`src/rcbr_pkg.sv`:
```
// Shared constants for the range check and bias recalibration register bank
package rcbr_pkg;

	// ==========================================================
	// Register indices on the serial link
	localparam logic [15:0] ADDR_GLASS_RATE_HI = 16'h0026;
	localparam logic [15:0] ADDR_GLASS_RATE_LO = 16'h0027;
	localparam logic [15:0] ADDR_AMB_MULT      = 16'h002c;
	localparam logic [15:0] ADDR_CHECK_EN      = 16'h002d;
	localparam logic [15:0] ADDR_RECAL_CTRL    = 16'h002e;
	localparam logic [15:0] ADDR_RECAL_REPEAT  = 16'h0031;

	// ==========================================================
	// Reset values
	localparam logic [15:0] RST_GLASS_RATE    = 16'h0000;
	localparam logic [7:0]  RST_AMB_MULT      = 8'ha0;
	localparam logic [7:0]  RST_CHECK_EN      = 8'h11;
	localparam logic [7:0]  RST_RECAL_REPEAT  = 8'h00;

	// ==========================================================
	// Field positions
	localparam int          BIT_SNR_EN        = 4;
	localparam int          BIT_GLASS_EN      = 1;
	localparam int          BIT_EARLY_EN      = 0;
	localparam logic [7:0]  CHECK_EN_MASK     = 8'h13;
	localparam int          BIT_RECAL_STATUS  = 1;
	localparam int          BIT_RECAL_MANUAL  = 0;
	localparam int          MULT_FRAC_BITS    = 4;

	// ==========================================================
	// Serial link
	// Device address: arbitrary value
	localparam logic [6:0]  DEV_ADDR          = 7'h3a;

	// Link slave states, Gray along the usual path
	typedef enum logic [2:0] {
		LS_IDLE = 3'b000,
		LS_RECV = 3'b001,
		LS_ACK  = 3'b011,
		LS_SEND = 3'b010,
		LS_RACK = 3'b110
	} rcbr_link_e;

	// Recalibration engine states
	typedef enum logic [1:0] {
		RS_IDLE   = 2'b00,
		RS_MANUAL = 2'b01,
		RS_AUTO   = 2'b11
	} rcbr_recal_e;

endpackage

```
`src/rcbr_reg_if.sv`:
```
// Register access carrier between link slave and register bank
`timescale 1ns/1ns
`default_nettype none
interface rcbr_reg_if;
	logic [15:0] rd_addr;
	logic [7:0]  rd_data;
	logic        wr_en;
	logic [15:0] wr_addr;
	logic [7:0]  wr_data;

	modport link (output rd_addr, output wr_en, output wr_addr, output wr_data, input rd_data);
	modport bank (input rd_addr, input wr_en, input wr_addr, input wr_data, output rd_data);
endinterface
`default_nettype wire

```
`src/rcbr_link_slave.sv`:
```
// Two-wire serial slave with 16-bit register index and auto-increment
`timescale 1ns/1ns
`default_nettype none
module rcbr_link_slave
	import rcbr_pkg::*;
(
	input  wire logic  i_sys_clk,
	input  wire logic  i_rst_n,
	input  wire logic  i_scl,
	input  wire logic  i_sda,
	output logic       o_sda_out,
	output logic       o_sda_oe,
	rcbr_reg_if.link   regs
);

	logic [1:0]  scl_sync, sda_sync;
	logic        scl_d, sda_d;
	rcbr_link_e  state, next_state;
	logic [2:0]  bitcnt, next_bitcnt;
	logic [1:0]  phase, next_phase;
	logic        full, next_full;
	logic        rw, next_rw;
	logic [7:0]  shift, next_shift;
	logic [15:0] idx, next_idx;
	logic        sda_oe, next_sda_oe;
	logic        wr_en, next_wr_en;
	logic [15:0] wr_addr, next_wr_addr;
	logic [7:0]  wr_data, next_wr_data;
	logic        scl_rise, scl_fall, start_cond, stop_cond;

	assign scl_rise   = scl_sync[1] & ~scl_d;
	assign scl_fall   = ~scl_sync[1] & scl_d;
	assign start_cond = scl_sync[1] & scl_d & sda_d & ~sda_sync[1];
	assign stop_cond  = scl_sync[1] & scl_d & ~sda_d & sda_sync[1];

	assign regs.rd_addr = idx;
	assign regs.wr_en   = wr_en;
	assign regs.wr_addr = wr_addr;
	assign regs.wr_data = wr_data;
	assign o_sda_oe     = sda_oe;
	assign o_sda_out    = 1'b0;

	// ==========================================================
	// Next state
	always_comb begin
		next_state   = state;
		next_bitcnt  = bitcnt;
		next_phase   = phase;
		next_full    = full;
		next_rw      = rw;
		next_shift   = shift;
		next_idx     = idx;
		next_sda_oe  = sda_oe;
		next_wr_en   = 1'b0;
		next_wr_addr = wr_addr;
		next_wr_data = wr_data;
		if (start_cond) begin
			next_state  = LS_RECV;
			next_bitcnt = 3'h0;
			next_phase  = 2'h0;
			next_full   = 1'b0;
			next_sda_oe = 1'b0;
		end else if (stop_cond) begin
			next_state  = LS_IDLE;
			next_sda_oe = 1'b0;
		end else begin
			case (state)
				LS_RECV: begin
					if (scl_rise) begin
						next_shift  = {shift[6:0], sda_sync[1]};
						next_bitcnt = bitcnt + 3'h1;
						next_full   = (bitcnt == 3'h7);
					end else if (scl_fall && full) begin
						next_full   = 1'b0;
						next_state  = LS_ACK;
						next_sda_oe = 1'b1;
						if (phase != 2'h3) begin
							next_phase = phase + 2'h1;
						end
						if (phase == 2'h0) begin
							next_rw = shift[0];
							if (shift[7:1] != DEV_ADDR) begin
								next_state  = LS_IDLE;
								next_sda_oe = 1'b0;
							end
						end else if (phase == 2'h1) begin
							next_idx[15:8] = shift;
						end else if (phase == 2'h2) begin
							next_idx[7:0] = shift;
						end else begin
							next_wr_en   = 1'b1;
							next_wr_addr = idx;
							next_wr_data = shift;
							next_idx     = idx + 16'h0001;
						end
					end
				end
				LS_ACK: begin
					if (scl_fall) begin
						next_bitcnt = 3'h0;
						if (rw) begin
							next_state  = LS_SEND;
							next_shift  = regs.rd_data;
							next_idx    = idx + 16'h0001;
							next_sda_oe = ~regs.rd_data[7];
						end else begin
							next_state  = LS_RECV;
							next_sda_oe = 1'b0;
						end
					end
				end
				LS_SEND: begin
					if (scl_fall) begin
						if (bitcnt == 3'h7) begin
							next_state  = LS_RACK;
							next_sda_oe = 1'b0;
						end else begin
							next_shift  = {shift[6:0], 1'b0};
							next_sda_oe = ~shift[6];
							next_bitcnt = bitcnt + 3'h1;
						end
					end
				end
				LS_RACK: begin
					if (scl_rise && sda_sync[1]) begin
						next_state = LS_IDLE;
					end else if (scl_fall) begin
						next_state  = LS_SEND;
						next_bitcnt = 3'h0;
						next_shift  = regs.rd_data;
						next_idx    = idx + 16'h0001;
						next_sda_oe = ~regs.rd_data[7];
					end
				end
				default: begin
					next_state = LS_IDLE;
				end
			endcase
		end
	end

	// ==========================================================
	// Registers
	always_ff @(posedge i_sys_clk or negedge i_rst_n) begin
		if (!i_rst_n) begin
			scl_sync <= 2'b11;
			sda_sync <= 2'b11;
			scl_d    <= 1'b1;
			sda_d    <= 1'b1;
			state    <= LS_IDLE;
			bitcnt   <= 3'h0;
			phase    <= 2'h0;
			full     <= 1'b0;
			rw       <= 1'b0;
			shift    <= 8'h00;
			idx      <= 16'h0000;
			sda_oe   <= 1'b0;
			wr_en    <= 1'b0;
			wr_addr  <= 16'h0000;
			wr_data  <= 8'h00;
		end else begin
			scl_sync <= {scl_sync[0], i_scl};
			sda_sync <= {sda_sync[0], i_sda};
			scl_d    <= scl_sync[1];
			sda_d    <= sda_sync[1];
			state    <= next_state;
			bitcnt   <= next_bitcnt;
			phase    <= next_phase;
			full     <= next_full;
			rw       <= next_rw;
			shift    <= next_shift;
			idx      <= next_idx;
			sda_oe   <= next_sda_oe;
			wr_en    <= next_wr_en;
			wr_addr  <= next_wr_addr;
			wr_data  <= next_wr_data;
		end
	end

endmodule
`default_nettype wire

```
`src/rcbr_top.sv`:
```
// Range check and bias recalibration register bank with its check and recal logic
// Overview of operation
// - Hold 16-bit 9.7 cover-glass rate threshold.
// - Abort when ambient exceeds signal times multiplier.
// - Multiplier is unsigned 4.4, reset 0xa0.
// - Boot load overwrites multiplier and enables.
// - Enable bits 4,1,0; upper bits read-only.
// - Status bit high during automatic calibration.
// - Host-set bit 0 runs recal, self-clears.
// - Auto recal every N measurements, 0 off.
`timescale 1ns/1ns
`default_nettype none
module rcbr_top
	import rcbr_pkg::*;
(
	input  wire logic        i_sys_clk,
	input  wire logic        i_rst_n,
	input  wire logic        i_scl,
	input  wire logic        i_sda,
	output logic             o_sda_out,
	output logic             o_sda_oe,
	input  wire logic        i_nvm_load,
	input  wire logic [7:0]  i_nvm_amb_mult,
	input  wire logic [7:0]  i_nvm_check_en,
	input  wire logic        i_check_valid,
	input  wire logic [15:0] i_ambient_count,
	input  wire logic [15:0] i_signal_count,
	input  wire logic [15:0] i_signal_rate,
	output logic             o_check_done,
	output logic             o_ambient_abort,
	output logic             o_cover_glass_reject,
	output logic             o_snr_check_on,
	output logic             o_glass_check_on,
	output logic             o_early_conv_on,
	input  wire logic        i_meas_done,
	output logic             o_bias_cal_start,
	output logic             o_bias_cal_active,
	input  wire logic        i_bias_cal_done
);

	rcbr_reg_if regs ();

	logic        sda_out_w, sda_oe_w;
	logic [15:0] glass_rate, next_glass_rate;
	logic [7:0]  amb_mult, next_amb_mult;
	logic [7:0]  check_en, next_check_en;
	logic [7:0]  recal_repeat, next_recal_repeat;
	logic        recal_manual, next_recal_manual;
	logic        recal_status, next_recal_status;
	rcbr_recal_e rstate, next_rstate;
	logic [7:0]  meas_cnt, next_meas_cnt;
	logic        auto_pend, next_auto_pend;
	logic        cal_start, next_cal_start;
	logic        chk_done, next_chk_done;
	logic        amb_abort, next_amb_abort;
	logic        glass_rej, next_glass_rej;
	logic        sda_oe_q, sda_out_q;

	// ==========================================================
	// Link slave
	rcbr_link_slave u_link (
		.i_sys_clk (i_sys_clk),
		.i_rst_n   (i_rst_n),
		.i_scl     (i_scl),
		.i_sda     (i_sda),
		.o_sda_out (sda_out_w),
		.o_sda_oe  (sda_oe_w),
		.regs      (regs.link)
	);

	// ==========================================================
	// Read decode
	function automatic logic [7:0] read_reg(input logic [15:0] a, input logic [15:0] gr,
		input logic [7:0] am, input logic [7:0] ce, input logic [7:0] rr,
		input logic rs, input logic rm);
		logic [7:0] d;
		d = 8'h00;
		if (a == ADDR_GLASS_RATE_HI) begin
			d = gr[15:8];
		end else if (a == ADDR_GLASS_RATE_LO) begin
			d = gr[7:0];
		end else if (a == ADDR_AMB_MULT) begin
			d = am;
		end else if (a == ADDR_CHECK_EN) begin
			d = ce & CHECK_EN_MASK;
		end else if (a == ADDR_RECAL_CTRL) begin
			d[BIT_RECAL_STATUS] = rs;
			d[BIT_RECAL_MANUAL] = rm;
		end else if (a == ADDR_RECAL_REPEAT) begin
			d = rr;
		end
		return d;
	endfunction

	assign regs.rd_data = read_reg(regs.rd_addr, glass_rate, amb_mult, check_en,
		recal_repeat, recal_status, recal_manual);

	// ==========================================================
	// Register writes and boot load
	always_comb begin
		next_glass_rate   = glass_rate;
		next_amb_mult     = amb_mult;
		next_check_en     = check_en;
		next_recal_repeat = recal_repeat;
		next_recal_manual = recal_manual;
		if (regs.wr_en) begin
			if (regs.wr_addr == ADDR_GLASS_RATE_HI) begin
				next_glass_rate[15:8] = regs.wr_data;
			end else if (regs.wr_addr == ADDR_GLASS_RATE_LO) begin
				next_glass_rate[7:0] = regs.wr_data;
			end else if (regs.wr_addr == ADDR_AMB_MULT) begin
				next_amb_mult = regs.wr_data;
			end else if (regs.wr_addr == ADDR_CHECK_EN) begin
				next_check_en = regs.wr_data & CHECK_EN_MASK;
			end else if (regs.wr_addr == ADDR_RECAL_CTRL) begin
				if (regs.wr_data[BIT_RECAL_MANUAL]) begin
					next_recal_manual = 1'b1;
				end
			end else if (regs.wr_addr == ADDR_RECAL_REPEAT) begin
				next_recal_repeat = regs.wr_data;
			end
		end
		if (i_nvm_load) begin
			next_amb_mult = i_nvm_amb_mult;
			next_check_en = i_nvm_check_en & CHECK_EN_MASK;
		end
		// Completion clears the trigger unless a new request lands now
		if (rstate == RS_MANUAL && i_bias_cal_done &&
			!(regs.wr_en && regs.wr_addr == ADDR_RECAL_CTRL &&
			regs.wr_data[BIT_RECAL_MANUAL])) begin
			next_recal_manual = 1'b0;
		end
	end

	// ==========================================================
	// Measurement counter and recalibration engine
	always_comb begin
		next_rstate       = rstate;
		next_meas_cnt     = meas_cnt;
		next_auto_pend    = auto_pend;
		next_cal_start    = 1'b0;
		next_recal_status = recal_status;
		case (rstate)
			RS_IDLE: begin
				if (recal_manual) begin
					next_rstate    = RS_MANUAL;
					next_cal_start = 1'b1;
				end else if (auto_pend) begin
					next_rstate       = RS_AUTO;
					next_cal_start    = 1'b1;
					next_auto_pend    = 1'b0;
					next_recal_status = 1'b1;
				end
			end
			RS_MANUAL: begin
				if (i_bias_cal_done) begin
					next_rstate = RS_IDLE;
				end
			end
			RS_AUTO: begin
				if (i_bias_cal_done) begin
					next_rstate       = RS_IDLE;
					next_recal_status = 1'b0;
				end
			end
			default: begin
				next_rstate = RS_IDLE;
			end
		endcase
		// Counted after the engine so a hit in the take cycle stays pending
		if (recal_repeat == 8'h00) begin
			next_meas_cnt  = 8'h00;
			next_auto_pend = 1'b0;
		end else if (i_meas_done) begin
			if (meas_cnt + 8'h01 >= recal_repeat) begin
				next_meas_cnt  = 8'h00;
				next_auto_pend = 1'b1;
			end else begin
				next_meas_cnt = meas_cnt + 8'h01;
			end
		end
	end

	// ==========================================================
	// Validity checks
	always_comb begin
		next_chk_done  = i_check_valid;
		next_amb_abort = amb_abort;
		next_glass_rej = glass_rej;
		if (i_check_valid) begin
			// Ambient scaled by 16 matches the 4.4 multiplier
			next_amb_abort = check_en[BIT_SNR_EN] &&
				({4'h0, i_ambient_count, 4'h0} > (24'(i_signal_count) * 24'(amb_mult)));
			next_glass_rej = check_en[BIT_GLASS_EN] &&
				(i_signal_rate < glass_rate);
		end
	end

	always_ff @(posedge i_sys_clk or negedge i_rst_n) begin
		if (!i_rst_n) begin
			glass_rate   <= RST_GLASS_RATE;
			amb_mult     <= RST_AMB_MULT;
			check_en     <= RST_CHECK_EN;
			recal_repeat <= RST_RECAL_REPEAT;
			recal_manual <= 1'b0;
			recal_status <= 1'b0;
			rstate       <= RS_IDLE;
			meas_cnt     <= 8'h00;
			auto_pend    <= 1'b0;
			cal_start    <= 1'b0;
			chk_done     <= 1'b0;
			amb_abort    <= 1'b0;
			glass_rej    <= 1'b0;
			sda_oe_q     <= 1'b0;
			sda_out_q    <= 1'b0;
		end else begin
			glass_rate   <= next_glass_rate;
			amb_mult     <= next_amb_mult;
			check_en     <= next_check_en;
			recal_repeat <= next_recal_repeat;
			recal_manual <= next_recal_manual;
			recal_status <= next_recal_status;
			rstate       <= next_rstate;
			meas_cnt     <= next_meas_cnt;
			auto_pend    <= next_auto_pend;
			cal_start    <= next_cal_start;
			chk_done     <= next_chk_done;
			amb_abort    <= next_amb_abort;
			glass_rej    <= next_glass_rej;
			sda_oe_q     <= sda_oe_w;
			sda_out_q    <= sda_out_w;
		end
	end

	assign o_sda_out            = sda_out_q;
	assign o_sda_oe             = sda_oe_q;
	assign o_check_done         = chk_done;
	assign o_ambient_abort      = amb_abort;
	assign o_cover_glass_reject = glass_rej;
	assign o_snr_check_on       = check_en[BIT_SNR_EN];
	assign o_glass_check_on     = check_en[BIT_GLASS_EN];
	assign o_early_conv_on      = check_en[BIT_EARLY_EN];
	assign o_bias_cal_start     = cal_start;
	assign o_bias_cal_active    = rstate[0];

endmodule
`default_nettype wire

```
`config.mk`:
```
export PLATFORM = sky130hd
export DESIGN_NAME = rcbr_top
export DESIGN_NICKNAME = d
export VERILOG_FILES = /design/src/rcbr_pkg.sv /design/src/rcbr_reg_if.sv /design/src/rcbr_link_slave.sv /design/src/rcbr_top.sv
export SDC_FILE = /design/constraint.sdc
export NUM_CORES = 1
export LEC_CHECK = 0
export BUFFER_PORTS_ARGS = -buffer_cell sky130_fd_sc_hd__buf_4
export CORE_MARGIN = 1.5
export CORE_UTILIZATION = 67
export CTS_CLUSTER_DIAMETER = 60
export DETAILED_ROUTE_END_ITERATION = 16
export HOLD_SLACK_MARGIN = 0.06
export PLACE_DENSITY = 0.85
export SLEW_MARGIN = 15
export SYNTH_ARGS = -nofsm -noshare
export SYNTH_HDL_FRONTEND = slang
export SYNTH_HIERARCHICAL = 1
export SYNTH_SLANG_ARGS = --single-unit
export TNS_END_PERCENT = 30
```
`constraint.sdc`:
```
create_clock -name i_sys_clk -period 12.19 [get_ports i_sys_clk]
set_clock_uncertainty 0.2 [all_clocks]
set_input_delay 2.438 -clock i_sys_clk [delete_from_list [all_inputs] [get_ports i_sys_clk]]
set_output_delay 2.438 -clock i_sys_clk [all_outputs]
set_load 0.01 [all_outputs]
```
==> impl_metrics.env <==
export IMPL_slowest_stage="fa_1"
export IMPL_cpLargestDelayFamily="adder cells"
export IMPL_post_place_cells=1446
export IMPL_setup_viol=0
export IMPL_yosys_area_share_adder=0.254
export IMPL_root_buffer="clkbuf_16"
export IMPL_post_synth_top_area_fraction=0.246
export IMPL_async_reset_ff_frac=1.00
export IMPL_initial_utilization=0.680
export IMPL_post_route_cells_drive_above_1_share=0.149
export IMPL_drt_pre_antenna_iters=6
export IMPL_regToRegStartpoint="amb_mult[6]"
export IMPL_die_h_um=132
export IMPL_slew_viol_final=0
export IMPL_worstSetupPathType="in2reg"
export IMPL_synthSimpleGateAreaFrac=0.188
export IMPL_netlist_instances=1183
export IMPL_clk_transition_reported_paths_ns=0.06
export IMPL_grt_antenna_before_repair=0
export IMPL_leakage_power_nw=6.01
export IMPL_post_layout_total_power_w=0.00224
export IMPL_setup_worst_path_start_class="input port"
export IMPL_cp_required_ns=12.29
export IMPL_syn2layout_area_growth_pct=11.4
export IMPL_die_area_mm2=0.0175
export IMPL_wirelength_met1_um=11400
export IMPL_muxShareOfSynthArea=0.0617
export IMPL_floorplan_core_area_mm2=0.0165
export IMPL_ant_nets=0
export IMPL_highest_layer="met4"
export IMPL_cts_made_buffers=17
export IMPL_post_synth_num_cell_types=83
export IMPL_first_global_vias=9093
export IMPL_number_of_synthesized_register_bits=120
export IMPL_worst_setup_path_startpoint="i_signal_count[5]"
export IMPL_synthFlopType="dfrtp_1"
export IMPL_stages_on_worst_setup_path=25
export IMPL_met2_length_um=12800
export IMPL_route_detailed_vias_per_inst=6.22
export IMPL_cts_sinks=120
export IMPL_detailroute_wirelength_met3_um=1710
export IMPL_status="finished clean"
export IMPL_r2r_cells=24
export IMPL_drv_cap=0
export IMPL_ios=82
export IMPL_hold_viol=0
export IMPL_max_clock_path_buffers=2
export IMPL_final_setup_tns_ns=0
export IMPL_drt_initial_drc_count=927
export IMPL_antenna_cells=0
export IMPL_syn_area_per_cell_um2=9.47
export IMPL_grt_remaining_overflow=0
export IMPL_routed_wire_length_per_instance_um=17.9
export IMPL_holdBufCountCts=0
export IMPL_critical_path_max_stage_delay_ns=0.57
export IMPL_unrepaired_setup_endpoints_after_global_routing="no"
export IMPL_vdd_ir_drop_max_mv=0.164
export IMPL_fp_dieW_um=132
export IMPL_end_kind="flop"
export IMPL_cts_repair_resized=0
export IMPL_placement_rows=47
export IMPL_synth_cell_area_mm2=0.0112
export IMPL_maxClockFrequency_ghz=0.119
export IMPL_worst_endpoint_arrival_ns=8.49
export IMPL_power_density_over_the_cells_mw_per_mm2=180
export IMPL_cts_repair_timing_setup_buffer_count=0
export IMPL_fraction_of_synthesized_cell_area_in_xor_and_xnor_cells=0.0211
export IMPL_fin_crit_ns=8.39
export IMPL_worstPathBufferInverterCount=3
export IMPL_most_common_cell_after_layout_fill_and_taps_aside="inv_1"
export IMPL_timing_critical_path_mode_cell="fa_1"
export IMPL_first_pass_grt_wire_length_um=44300
export IMPL_postRouteWirelength_um=26500
export IMPL_final_instance_count_excl_fill=1478
export IMPL_final_cell_mix="137 x inv_1, 114 x nand2_1, 110 x and2_1, 110 x dfrtp_1, 93 x ha_1"
export IMPL_combinational_family_with_the_most_area_after_synthesis="adder cells"
export IMPL_regToRegSetupSlack_ns=5.16
export IMPL_synth_top_cell_by_area="dfrtp_1"
export IMPL_ctsHtreeMaxLevel=4
export IMPL_worst_skew_pair_late_latency_ns=0.42
export IMPL_max_slew_worst_pin_slew_ns=1.13
export IMPL_synth_nets=1432
export IMPL_synthesis_yosys_warnings=6
export IMPL_crit_end="o_ambient_abort"
export IMPL_crit_path_max_fanout=8
export IMPL_r2r_end="o_ambient_abort"
export IMPL_tritoncts="yes"
export IMPL_routed_via_count=9186
export IMPL_synth_top_cells_by_area="dfrtp_1 25%, fa_1 15%, ha_1 10%"
export IMPL_number_of_enable_flip_flop_cells_after_synthesis=0
export IMPL_synth_compound_area_share=0.141
export IMPL_grt_start_max_net_pins=73
export IMPL_post_route_drc_count=0
export IMPL_dp_final_hpwl_um=18900
export IMPL_fin_crit_sh=0.688
export IMPL_timing_slew_headroom=0.241
export IMPL_io_buffers=76
export IMPL_synth_seq_area_share=0.269
export IMPL_hold_path_class="reg2reg"
export IMPL_grt_util_all_layers=0.314
export IMPL_final_nets=1494
export IMPL_finalWeightedCongestion=0.863
[per-stage QoR]
stage	hold slack, ns	area, um^2	setup slack [ns]	util
3_3_place_gp	0.146	11900	3.51	0.721
5_1_grt	0.156	12500	3.46	0.758
4_1_cts	0.154	12500	3.84	0.758
6_report	0.154	12500	3.80	0.758
3_5_place_dp	0.147	11900	3.43	0.721
2_1_floorplan	0.145	11200	4.16	-
[layout make-up]
type                       count  area, um^2
clock buffer                  20         457
multi-input combinational    889        7470
clock inverter                12         150
tap                          220         275
fill                        1148        3990
sequential                   120        3020
timing repair buffer          80         601
inverter                     137         514
[layer usage]
layer | up-vias | global-route usage
met4 | 0 | 0.107
met3 | 73 | 0.0511
met5 | - | 0
met1 | 4533 | 0.431
met2 | 385 | 0.511
li1 | 4195 | -
[power breakdown]
group	internal [W]	switching (W)	leakage [nW]
sequential	0.000435	0.0000923	1.58
clock	0.000331	0.000185	0.292
combinational	0.000516	0.000682	4.13
total	0.00128	0.000959	6.01
[cells by family (layout without fill, tap and decap cells)]
logic type               Yosys count  after routing
multiplexers                      57             57
XOR/XNOR                          27             27
AND/OR/NAND/NOR                  388            388
other                              1              1
adder cells (fa/ha/maj)          177            177
buffers and inverters            174            249
flip-flops                       120            120
AO/OA/AOI/OAI                    239            239
[Yosys cell counts (11+ instances only)]
cell / instances
a21o_1: 15
a21oi_1: 66
a31oi_1: 13
and2_1: 110
and3_1: 11
clkbuf_1: 21
dfrtp_1: 110
fa_1: 84
ha_1: 93
inv_1: 137
mux2_2: 24
mux2_4: 18
mux2i_1: 15
nand2_1: 114
nand2b_1: 12
nand3_1: 31
nor2_1: 37
nor2b_1: 12
o21ai_0: 64
xnor2_1: 13
xor2_1: 14
[how the worst min path moves through the flow]
stage | end | from | cells after the start | slack (ns)
floorplan | u_link/scl_sync[1] | u_link/scl_sync[0] | 0 | 0.15
global placement | u_link/scl_sync[1] | u_link/scl_sync[0] | 0 | 0.15
detailed placement | u_link/sda_sync[1] | u_link/sda_sync[0] | 0 | 0.15
CTS | u_link/sda_sync[1] | u_link/sda_sync[0] | 0 | 0.15
global route | u_link/sda_sync[1] | u_link/sda_sync[0] | 0 | 0.16
finish | u_link/scl_sync[1] | u_link/scl_sync[0] | 0 | 0.15
[registers in the layout, indices dropped and copies added, names as in the netlist, 8 cells and up]
register and cells:
amb_mult 8, glass_rate 16, meas_cnt 8, recal_repeat 8, u_link/regs.rd_addr 16, u_link/regs.wr_addr 16
u_link/regs.wr_data 8, u_link/shift 8
Note: power is estimated with default switching activity, not from simulation.
